==> config.mk <==
export PLATFORM = sky130hd
export DESIGN_NAME = can_tx_err
export DESIGN_NICKNAME = d
export VERILOG_FILES = /design/src/rtl/can_pkg.sv /design/src/rtl/can_tx_err.sv /design/src/rtl/tx_fifo.sv
export VERILOG_INCLUDE_DIRS = /design/src /design/src/rtl
export SDC_FILE = /design/constraint.sdc
export NUM_CORES = 1
export LEC_CHECK = 0
export ABC_AREA = 1
export ABC_CLOCK_PERIOD_IN_PS = 2480
export BUFFER_PORTS_ARGS = -buffer_cell sky130_fd_sc_hd__buf_2
export CORE_MARGIN = 2
export CORE_UTILIZATION = 32
export DETAILED_ROUTE_END_ITERATION = 8
export PLACE_DENSITY = 0.48
export SETUP_SLACK_MARGIN = 0.1
export SYNTH_ARGS = -nofsm -noshare
export SYNTH_HDL_FRONTEND = slang
export SYNTH_SLANG_ARGS = --single-unit
==> constraint.sdc <==
create_clock -name CLK -period 2.48 [get_ports CLK]
set_input_delay 0.496 -clock CLK [delete_from_list [all_inputs] [get_ports CLK]]
set_output_delay 0.496 -clock CLK [all_outputs]
set_load 0.005 [all_outputs]
==> src/rtl/can_defines.svh <==
`ifndef CAN_DEFINES_SVH
`define CAN_DEFINES_SVH
`define CAN_WARN_LIMIT    9'h060
`define CAN_PASSIVE_LIMIT 9'h07F
`define CAN_BUSOFF_LIMIT  9'h0FF
`define CAN_BUF_BYTES     14
`define CAN_TQ_MIN        6'h08
`define CAN_TQ_MAX        6'h19
`define CAN_CLK_NS        20
`define CAN_MIN_BIT_NS    1000
`define CAN_MIN_BIT_CLK   ((`CAN_MIN_BIT_NS + `CAN_CLK_NS - 1) / `CAN_CLK_NS)
`define CON_PRI_LSB       0
`define CON_REQ_BIT       3
`define CON_ERR_BIT       4
`define CON_LARB_BIT      5
`define CON_ABT_BIT       6
`define CON_IRQ_BIT       7
`define INTF_IVR_BIT      0
`define INTF_OVR_LSB      1
`define INTF_ERR_BIT      5
`define INTF_RECEIVE_WARNING_FLAG_BIT    8
`define INTF_RECEIVE_PASSIVE_FLAG_BIT     9
`define INTF_TRANSMIT_WARNING_FLAG_BIT    10
`define INTF_TRANSMIT_PASSIVE_FLAG_BIT     12
`define INTF_BUS_OFF_FLAG_BIT     13
`endif

==> src/rtl/can_pkg.sv <==
package can_pkg;
  typedef enum logic [1:0] {
    S_IDLE = 2'b00,
    S_LOAD = 2'b01,
    S_WAIT = 2'b10
  } tx_state_t;

  typedef struct packed {
    logic ok;
    logic arb_lost;
    logic ack_err;
    logic form_err;
    logic bit_err;
  } tx_result_t;

  typedef struct packed {
    logic       wr;
    logic [1:0] sel;
    logic [3:0] addr;
    logic [7:0] data;
  } buf_write_t;

  typedef struct packed {
    logic [3:0] phase2;
    logic [3:0] phase1;
    logic [3:0] prop;
    logic [5:0] brp;
  } bit_timing_t;
endpackage

==> src/rtl/can_tx_err.sv <==
`include "can_defines.svh"

// Notes on behaviour
// - Receive warning when receive count reaches 96
// - Receive count above 127 gives receive passive
// - Any receive error marks invalid message
// - Overrun event sets that buffer's overrun flag
// - Three fourteen-byte transmit buffers
// - Two-bit priority, 11 highest, 00 lowest
// - Request bit enqueues; priority read at start
// - Setting request clears abort flag; clears lost, error flags unless that buffer fails in the same cycle
// - Idle bus starts highest priority pending buffer
// - Success clears request, flags enabled interrupt
// - Failure keeps request; error sets error flag
// - Lost arbitration flagged, never interrupts
// - Abort when unstarted or failed; no interrupt
// - Ack, form, bit errors each count one
// - Transmit count above 96 sets summary and warning
// - Empty buffer flags drive transmit interrupt
// - Transmit count above 127 gives transmit passive
// - Transmit count above 255 gives bus off
// - Receive errors raise summary error flag
// - Bit time split into whole-quantum segments
// - Bit time 8 to 25 quanta, at least 1 us
module can_tx_err import can_pkg::*; #(
  parameter int NRX   = 2,
  parameter int DEPTH = 8
) (
  input  wire logic        CLK,
  input  wire logic        RESETN,
  input  wire buf_write_t  BUF_WR,
  input  wire logic [5:0]  TX_PRIO,
  input  wire logic [2:0]  REQ_SET,
  input  wire logic [2:0]  REQ_CLR,
  input  wire logic        ABORT_ALL,
  input  wire logic        TX_IRQ_EN,
  input  wire logic [2:0]  BUF_IRQ_CLR,
  input  wire logic [15:0] FLAG_CLR,
  input  wire logic        BUS_IDLE,
  input  wire tx_result_t  TX_RESULT,
  input  wire logic        RX_OK,
  input  wire logic        RX_ERR,
  input  wire logic [NRX-1:0] RX_OVR,
  input  wire logic        RECOVER,
  input  wire bit_timing_t TIMING,
  output logic             TX_VALID,
  input  wire logic        TX_READY,
  output logic [7:0]       TX_BYTE,
  output logic [1:0]       TX_BUF,
  output logic [23:0]      BUF_CON,
  output logic [15:0]      INTF,
  output logic [7:0]       TEC,
  output logic [7:0]       REC,
  output logic             TX_IRQ,
  output logic             ERR_IRQ,
  output logic             TIMING_OK
);
  initial begin
    if (NRX < 1 || NRX > 4) $error("NRX must be 1 to 4");
  end

  function automatic logic [1:0] pick(input logic [2:0] pend, input logic [5:0] pri);
    logic [1:0] best;
    logic [2:0] bp;
    best = 2'h0;
    bp   = 3'h0;
    for (int i = 0; i < 3; i++) begin
      if (pend[i] && {1'b1, pri[2*i +: 2]} >= bp) begin
        best = 2'(i);
        bp   = {1'b1, pri[2*i +: 2]};
      end
    end
    return best;
  endfunction

  function automatic logic [8:0] sat_add(input logic [8:0] v, input logic [1:0] n);
    logic [9:0] s;
    s = {1'b0, v} + {8'h00, n};
    return s[9] ? 9'h1FF : s[8:0];
  endfunction

  logic [7:0] mem_ff [3][`CAN_BUF_BYTES];

  always_ff @(posedge CLK) begin
    if (BUF_WR.wr && BUF_WR.sel != 2'h3 && BUF_WR.addr < 4'(`CAN_BUF_BYTES)) begin
      mem_ff[BUF_WR.sel][BUF_WR.addr] <= BUF_WR.data;
    end
  end

  logic idle_m_ff, idle_s_ff;
  always_ff @(posedge CLK or negedge RESETN) begin
    if (!RESETN) begin
      idle_m_ff <= 1'b0;
      idle_s_ff <= 1'b0;
    end else begin
      idle_m_ff <= BUS_IDLE;
      idle_s_ff <= idle_m_ff;
    end
  end

  tx_state_t  st_ff, nxt_st;
  logic [1:0] cur_ff, nxt_cur;
  logic [3:0] cnt_ff, nxt_cnt;
  logic [2:0] req_ff, abt_ff, larb_ff, terr_ff, irq_ff;
  logic [2:0] nxt_req, nxt_abt, nxt_larb, nxt_terr, nxt_irq;
  logic [8:0] tec_ff, nxt_tec, rec_ff, nxt_rec;
  logic       ivr_ff, nxt_ivr, sum_ff, nxt_sum, boff_ff, nxt_boff;
  logic [NRX-1:0] ovr_ff, nxt_ovr;
  logic       f_valid, f_ready, push;
  logic [1:0] nerr;
  logic       fail;
  logic       f_pop;
  logic [9:0] f_data;

  always_comb begin
    nxt_st   = st_ff;
    nxt_cur  = cur_ff;
    nxt_cnt  = cnt_ff;
    nxt_req  = req_ff & ~REQ_CLR;
    nxt_abt  = abt_ff | (req_ff & REQ_CLR);
    nxt_larb = larb_ff;
    nxt_terr = terr_ff;
    nxt_irq  = irq_ff & ~BUF_IRQ_CLR;
    nxt_tec  = tec_ff;
    nxt_rec  = rec_ff;
    nxt_boff = boff_ff;
    push     = 1'b0;
    nerr     = 2'(TX_RESULT.ack_err) + 2'(TX_RESULT.form_err) + 2'(TX_RESULT.bit_err);
    fail     = TX_RESULT.arb_lost | (nerr != 2'h0);
    if (ABORT_ALL) begin
      nxt_req = 3'h0;
      nxt_abt = abt_ff | req_ff;
    end
    if (st_ff != S_IDLE) begin
      nxt_req[cur_ff] = req_ff[cur_ff] & ~REQ_CLR[cur_ff] & ~ABORT_ALL;
      nxt_abt[cur_ff] = abt_ff[cur_ff];
    end
    case (st_ff)
      S_IDLE: begin
        if (idle_s_ff && !boff_ff && |nxt_req) begin
          nxt_cur = pick(nxt_req, TX_PRIO);
          nxt_cnt = 4'h0;
          nxt_st  = S_LOAD;
        end
      end
      S_LOAD: begin
        push = 1'b1;
        if (f_ready) begin
          nxt_cnt = cnt_ff + 4'h1;
          if (cnt_ff == 4'(`CAN_BUF_BYTES - 1)) begin
            nxt_st = S_WAIT;
          end
        end
      end
      S_WAIT: begin
        if (TX_RESULT.ok) begin
          nxt_req[cur_ff] = 1'b0;
          nxt_irq[cur_ff] = nxt_irq[cur_ff] | TX_IRQ_EN;
          if (tec_ff != 9'h000 && !boff_ff) begin
            nxt_tec = tec_ff - 9'h001;
          end
          nxt_st = S_IDLE;
        end else if (fail) begin
          if (TX_RESULT.arb_lost) begin
            nxt_larb[cur_ff] = 1'b1;
          end
          if (nerr != 2'h0) begin
            nxt_terr[cur_ff] = 1'b1;
            nxt_tec          = sat_add(tec_ff, nerr);
          end
          if (!nxt_req[cur_ff]) begin
            nxt_abt[cur_ff] = 1'b1;
          end
          nxt_st = S_IDLE;
        end
      end
      default: nxt_st = S_IDLE;
    endcase
    for (int i = 0; i < 3; i++) begin
      if (REQ_SET[i]) begin
        nxt_req[i] = 1'b1;
        nxt_abt[i] = 1'b0;
        if (!(st_ff == S_WAIT && fail && cur_ff == 2'(i))) begin
          nxt_larb[i] = 1'b0;
          nxt_terr[i] = 1'b0;
        end
      end
    end
    if (RX_ERR) begin
      nxt_rec = sat_add(rec_ff, 2'h1);
    end else if (RX_OK && rec_ff != 9'h000) begin
      nxt_rec = rec_ff - 9'h001;
    end
    if (nxt_tec > `CAN_BUSOFF_LIMIT) begin
      nxt_boff = 1'b1;
    end
    if (RECOVER && boff_ff) begin
      nxt_boff = 1'b0;
      nxt_tec  = 9'h000;
      nxt_rec  = 9'h000;
    end
  end

  logic transmit_warning_flag, transmit_passive_flag, receive_warning_flag, receive_passive_flag, nxt_transmit_warning_flag_q;
  logic transmit_warning_flag_ff, transmit_passive_flag_ff, receive_passive_flag_ff;
  always_comb begin
    transmit_warning_flag = nxt_tec > `CAN_WARN_LIMIT;
    transmit_passive_flag  = nxt_tec > `CAN_PASSIVE_LIMIT;
    receive_warning_flag = nxt_rec >= `CAN_WARN_LIMIT;
    receive_passive_flag  = nxt_rec > `CAN_PASSIVE_LIMIT;
    nxt_transmit_warning_flag_q = transmit_warning_flag;
    nxt_ivr = (ivr_ff & ~FLAG_CLR[`INTF_IVR_BIT]) | RX_ERR;
    nxt_ovr = (ovr_ff & ~FLAG_CLR[`INTF_OVR_LSB +: NRX]) | RX_OVR;
    nxt_sum = (sum_ff & ~FLAG_CLR[`INTF_ERR_BIT])
            | RX_ERR | (|RX_OVR) | (receive_passive_flag & ~receive_passive_flag_ff)
            | (transmit_warning_flag & ~transmit_warning_flag_ff)
            | (transmit_passive_flag & ~transmit_passive_flag_ff) | (nxt_boff & ~boff_ff)
            | (st_ff == S_WAIT && nerr != 2'h0);
  end

  always_ff @(posedge CLK or negedge RESETN) begin
    if (!RESETN) begin
      st_ff    <= S_IDLE;
      cur_ff   <= 2'h0;
      cnt_ff   <= 4'h0;
      req_ff   <= 3'h0;
      abt_ff   <= 3'h0;
      larb_ff  <= 3'h0;
      terr_ff  <= 3'h0;
      irq_ff   <= 3'h0;
      tec_ff   <= 9'h000;
      rec_ff   <= 9'h000;
      boff_ff  <= 1'b0;
      ivr_ff   <= 1'b0;
      ovr_ff   <= '0;
      sum_ff   <= 1'b0;
      transmit_warning_flag_ff <= 1'b0;
      transmit_passive_flag_ff  <= 1'b0;
      receive_passive_flag_ff  <= 1'b0;
    end else begin
      st_ff    <= nxt_st;
      cur_ff   <= nxt_cur;
      cnt_ff   <= nxt_cnt;
      req_ff   <= nxt_req;
      abt_ff   <= nxt_abt;
      larb_ff  <= nxt_larb;
      terr_ff  <= nxt_terr;
      irq_ff   <= nxt_irq;
      tec_ff   <= nxt_tec;
      rec_ff   <= nxt_rec;
      boff_ff  <= nxt_boff;
      ivr_ff   <= nxt_ivr;
      ovr_ff   <= nxt_ovr;
      sum_ff   <= nxt_sum;
      transmit_warning_flag_ff <= nxt_transmit_warning_flag_q;
      transmit_passive_flag_ff  <= transmit_passive_flag;
      receive_passive_flag_ff  <= receive_passive_flag;
    end
  end

  tx_fifo #(
    .WIDTH (10),
    .DEPTH (DEPTH)
  ) u_fifo (
    .clk       (CLK),
    .resetn    (RESETN),
    .in_valid  (push),
    .in_ready  (f_ready),
    .in_data   ({cur_ff, mem_ff[cur_ff][cnt_ff]}),
    .out_valid (f_valid),
    .out_ready (f_pop),
    .out_data  (f_data)
  );

  logic       ov_ff, nxt_ov;
  logic [9:0] od_ff, nxt_od;
  always_comb begin
    f_pop  = !ov_ff || TX_READY;
    nxt_ov = f_pop ? f_valid : ov_ff;
    nxt_od = (f_pop && f_valid) ? f_data : od_ff;
  end

  logic [5:0]  ntq;
  logic [7:0]  tq_clk;
  logic [11:0] bit_clk;
  logic        nxt_tok, tok_ff;
  always_comb begin
    ntq     = 6'h1 + 6'(TIMING.prop) + 6'(TIMING.phase1) + 6'(TIMING.phase2) + 6'h3;
    tq_clk  = {1'b0, TIMING.brp, 1'b0} + 8'h02;
    bit_clk = 12'(tq_clk) * 12'(ntq);
    nxt_tok = ntq >= `CAN_TQ_MIN && ntq <= `CAN_TQ_MAX
            && bit_clk >= 12'(`CAN_MIN_BIT_CLK);
  end

  logic [23:0] nxt_con;
  logic [15:0] nxt_intf;
  always_comb begin
    nxt_con  = '0;
    nxt_intf = '0;
    for (int i = 0; i < 3; i++) begin
      nxt_con[8*i + `CON_PRI_LSB +: 2] = TX_PRIO[2*i +: 2];
      nxt_con[8*i + `CON_REQ_BIT]      = nxt_req[i];
      nxt_con[8*i + `CON_ERR_BIT]      = nxt_terr[i];
      nxt_con[8*i + `CON_LARB_BIT]     = nxt_larb[i];
      nxt_con[8*i + `CON_ABT_BIT]      = nxt_abt[i];
      nxt_con[8*i + `CON_IRQ_BIT]      = nxt_irq[i];
    end
    nxt_intf[`INTF_IVR_BIT]          = nxt_ivr;
    nxt_intf[`INTF_OVR_LSB +: NRX]   = nxt_ovr;
    nxt_intf[`INTF_ERR_BIT]          = nxt_sum;
    nxt_intf[`INTF_RECEIVE_WARNING_FLAG_BIT]        = receive_warning_flag;
    nxt_intf[`INTF_RECEIVE_PASSIVE_FLAG_BIT]         = receive_passive_flag;
    nxt_intf[`INTF_TRANSMIT_WARNING_FLAG_BIT]        = transmit_warning_flag;
    nxt_intf[`INTF_TRANSMIT_PASSIVE_FLAG_BIT]         = transmit_passive_flag;
    nxt_intf[`INTF_BUS_OFF_FLAG_BIT]         = nxt_boff;
  end

  always_ff @(posedge CLK or negedge RESETN) begin
    if (!RESETN) begin
      ov_ff     <= 1'b0;
      od_ff     <= '0;
      tok_ff    <= 1'b0;
      BUF_CON   <= '0;
      INTF      <= '0;
      TEC       <= 8'h00;
      REC       <= 8'h00;
      TX_IRQ    <= 1'b0;
      ERR_IRQ   <= 1'b0;
    end else begin
      ov_ff     <= nxt_ov;
      od_ff     <= nxt_od;
      tok_ff    <= nxt_tok;
      BUF_CON   <= nxt_con;
      INTF      <= nxt_intf;
      TEC       <= nxt_tec[8] ? 8'hFF : nxt_tec[7:0];
      REC       <= nxt_rec[8] ? 8'hFF : nxt_rec[7:0];
      TX_IRQ    <= |nxt_irq;
      ERR_IRQ   <= nxt_sum;
    end
  end

  always_comb begin
    TX_VALID  = ov_ff;
    TX_BYTE   = od_ff[7:0];
    TX_BUF    = od_ff[9:8];
    TIMING_OK = tok_ff;
  end
endmodule

==> src/rtl/tx_fifo.sv <==
module tx_fifo #(
  parameter int WIDTH = 8,
  parameter int DEPTH = 8
) (
  input  wire logic             clk,
  input  wire logic             resetn,
  input  wire logic             in_valid,
  output logic                  in_ready,
  input  wire logic [WIDTH-1:0] in_data,
  output logic                  out_valid,
  input  wire logic             out_ready,
  output logic      [WIDTH-1:0] out_data
);
  localparam int AW = $clog2(DEPTH);
  initial begin
    if (DEPTH < 2 || (DEPTH & (DEPTH - 1)) != 0) $error("DEPTH must be a power of two");
  end

  logic [WIDTH-1:0] mem_ff [DEPTH];
  logic [AW:0]      wptr_ff, rptr_ff, nxt_wptr, nxt_rptr;
  logic             push, pop;

  always_comb begin
    in_ready  = (wptr_ff - rptr_ff) != (AW+1)'(DEPTH);
    out_valid = wptr_ff != rptr_ff;
    out_data  = mem_ff[rptr_ff[AW-1:0]];
    push      = in_valid & in_ready;
    pop       = out_valid & out_ready;
    nxt_wptr  = wptr_ff + (AW+1)'(push);
    nxt_rptr  = rptr_ff + (AW+1)'(pop);
  end

  always_ff @(posedge clk or negedge resetn) begin
    if (!resetn) begin
      wptr_ff <= '0;
      rptr_ff <= '0;
    end else begin
      wptr_ff <= nxt_wptr;
      rptr_ff <= nxt_rptr;
    end
  end

  always_ff @(posedge clk) begin
    if (push) begin
      mem_ff[wptr_ff[AW-1:0]] <= in_data;
    end
  end
endmodule

==> qor.yml <==
outcome: "finished with violations"
violations: "negative setup slack"
synthMostInstantiatedCell: "nand2_1"
maxCapViolCount: 0
skew_ns: 0.0455
io_buffers: 127
p_sw_share_pct: 37.5
drc: 0
synth_cell_types: 53
grt_util_all_layers_pct: 16.9
cts_tree: "built"
clk_latency_ns: 0.62
yosys.area.top_type: "edfxtp_1"
timing.hold.ws_ns: 0.0620
endpoint_kind: "flop"
fin_area_um2: 28900
p_clk_share_pct: 23.9
crit_family: "adder cells"
setup_ws_ns: -2.17
die_h_um: 272
p_comb_share_pct: 42.5
leakage_nw: 11.4
preCtsSetupSlack_ns: -2.97
final_util_pct: 40.6
rows: 98
final_hold_viol_count: 0
layoutNonFillerInstCount: 3434
yosysSeqAreaShare_pct: 64.8
cts_buffers: 54
seqPwrFrac_pct: 33.6
grt_pass1_wl_um: 97300
final-setup-viol-count: 1
vias_per_cell: 4.79
p_int_mw: 20.8
ys_top_cells_by_area: "edfxtp_1, dfrtp_1, nand2_1"
worstMarginPinSlew_ns: 0.873
hold_depth: 2
fin_crit_ns: 4.65
clock-sinks: 511
crit_arrival_ns: 5.14
top_level_ports: 150
crit_path_top_delay_cell: "fa_1"
antenna_found_initial: 0
coreArea_um2: 71200
worst_hold_path_type: "in -> reg"
clockBufferDepth: 3
dieWidth_um: 272
max_stage_delay_ns: 0.58
vias: 16400
required_ns: 2.97
rsz0062_at_grt: "yes"
cp.depth: 26
r2r_cells: 16
drv_slew: 0
drive_above_1_share_pct: 22.9
grt_max_degree: 66
ys_ff_latch: 511
power.density_nw_per_um2: 1150
detail_route.wirelength_um: 63900
synth_edf_count: 416
clockRootBuffer: "clkbuf_16"
path_clk_slew_ns: 0.06
synthCells: 2107
start_util_pct: 32.2
crit_path_max_fanout: 6
dr.pass1.iters: 5
area_growth_syn_to_layout_pct: 25.9
maxSlewHeadroom_pct: 41.6
placedInstanceArea_um2: 26200
gp_congestion: 0.871
startpoint_type: "primary input"
max_freq_mhz: 215
async_flop_share_pct: 18.6
ys.flop_type: "edfxtp_1"
dpl.cell_count: 3290
p_sw_mw: 12.5
worst-path-buf-inv: 9
synth_top_area_share_pct: 54.4
die_area_um2: 73900
ir_drop_mv: 0.603
hpwl_um: 41400
cts_max_level: 2
syn_area_um2: 23000
overflow: 0
first_iter_violations: 1260
yosys_warnings: 0
nFillCells: 6853
grt_pass1_vias: 16500
wl_per_cell_um: 18.6
critPathKind: "in -> reg"
ant_nets: 0
avgSynthCellArea_um2: 10.9
period_share_pct: 188
nets: 2590
synth_commonest_cells: "nand2_1, edfxtp_1, nor2_1, inv_1, nand3_1"
## logic make-up after synthesis
logic type               synth area share, %
AND/OR/NAND/NOR                         16.5
flip-flops                              64.8
AO/OA/AOI/OAI                           7.82
buffers and inverters                   5.25
adder cells (fa/ha/maj)                 4.59
XOR/XNOR                                1.03
other                                 0.0163
## power groups by stage
stage               sequential [mW]  clock (mW)  combinational [mW]
floorplan                      11.2           0                7.58
global placement               11.3           0                12.6
detailed placement             11.3           0                12.7
CTS                            11.2        8.15                13.4
global route                   11.3        8.45                15.7
finish                         11.2        7.95                14.2
## cell type report
| type | instances | area, um2 | share of cell area, % |
|---|---|---|---|
| Sequential cell | 511 | 14900 | 51.5 |
| Inverter | 189 | 722 | 2.50 |
| Clock buffer | 71 | 1480 | 5.11 |
| Clock inverter | 26 | 256 | 0.888 |
| Antenna cell | 1 | 2.50 | 0.00866 |
| Tap cell | 950 | 1190 | 4.11 |
| Timing Repair Buffer | 371 | 3010 | 10.4 |
| Multi-Input combinational cell | 1315 | 7360 | 25.5 |
## repair_timing
action / CTS / global route
hold buffers: 7 / 0
hold endpoints to repair: 49 / 0
setup endpoints to repair: 140 / 159
setup buffers: 19 / 13
gates resized for setup: 41 / 58
pin swaps: 25 / 15
gates cloned: 2 / 5
## sequential cells by signal, summed over array words and instances (netlist names), 8 cells and up
register,count
BUF_CON,11
mem_ff,336
INTF,8
u_fifo.mem_ff,80
TEC,8
od_ff,10
rec_ff,9
REC,8
tec_ff,9
## stage by stage
step / power (mW) / TNS (ns)
CTS: 32.7 / -2.16
floorplan: 18.8 / -2.64
detailed placement: 24.1 / -9.04
global route: 35.4 / -2.52
global placement: 23.9 / -8.51
finish: 33.3 / -2.17
## path summary, 6_finish.rpt
path                        startpoint   endpoint  slack, ns
min in group asynchronous       RESETN     REC[2]       0.43
setup / recovery            TIMING[15]  TIMING_OK      -2.17
setup reg to reg             req_ff[0]  cur_ff[0]       0.02
hold reg to reg              idle_m_ff  idle_s_ff       0.36
max in group asynchronous       RESETN  cur_ff[1]       1.38
hold / removal             FLAG_CLR[1]  ovr_ff[0]       0.06
## placed cells by master (no fill, tap or decap), types with 9 or more instances in the layout
cell type | netlist | final
nand2_1 | 471 | 460
edfxtp_1 | 416 | 416
buf_4 | 20 | 197
nor2_1 | 188 | 174
inv_1 | 179 | 165
nand3_1 | 166 | 164
buf_2 | 26 | 124
a21oi_1 | 124 | 108
o21ai_0 | 107 | 95
dfrtp_1 | 95 | 91
clkbuf_16 | 0 | 60
ha_1 | 41 | 30
nand4_1 | 27 | 27
buf_12 | 0 | 24
fa_1 | 27 | 23
o21ai_1 | 14 | 20
o221ai_1 | 20 | 20
inv_2 | 8 | 18
xor2_1 | 19 | 17
nand2_2 | 9 | 16
a21oi_2 | 1 | 16
nor2_4 | 5 | 15
clkbuf_1 | 39 | 12
clkinv_1 | 2 | 11
conb_1 | 1 | 10
buf_6 | 1 | 10
nor3_1 | 9 | 9
## routing by layer
metal  part of all wire, %  track usage, %  vias up
met5                     0           0.257        -
met4                   2.6            5.00        0
met3                   4.7            2.22      102
met2                    48            28.3      422
met1                    45            23.0     8007
li1                      -               -     7916
Power figures use the tool's default switching activity.
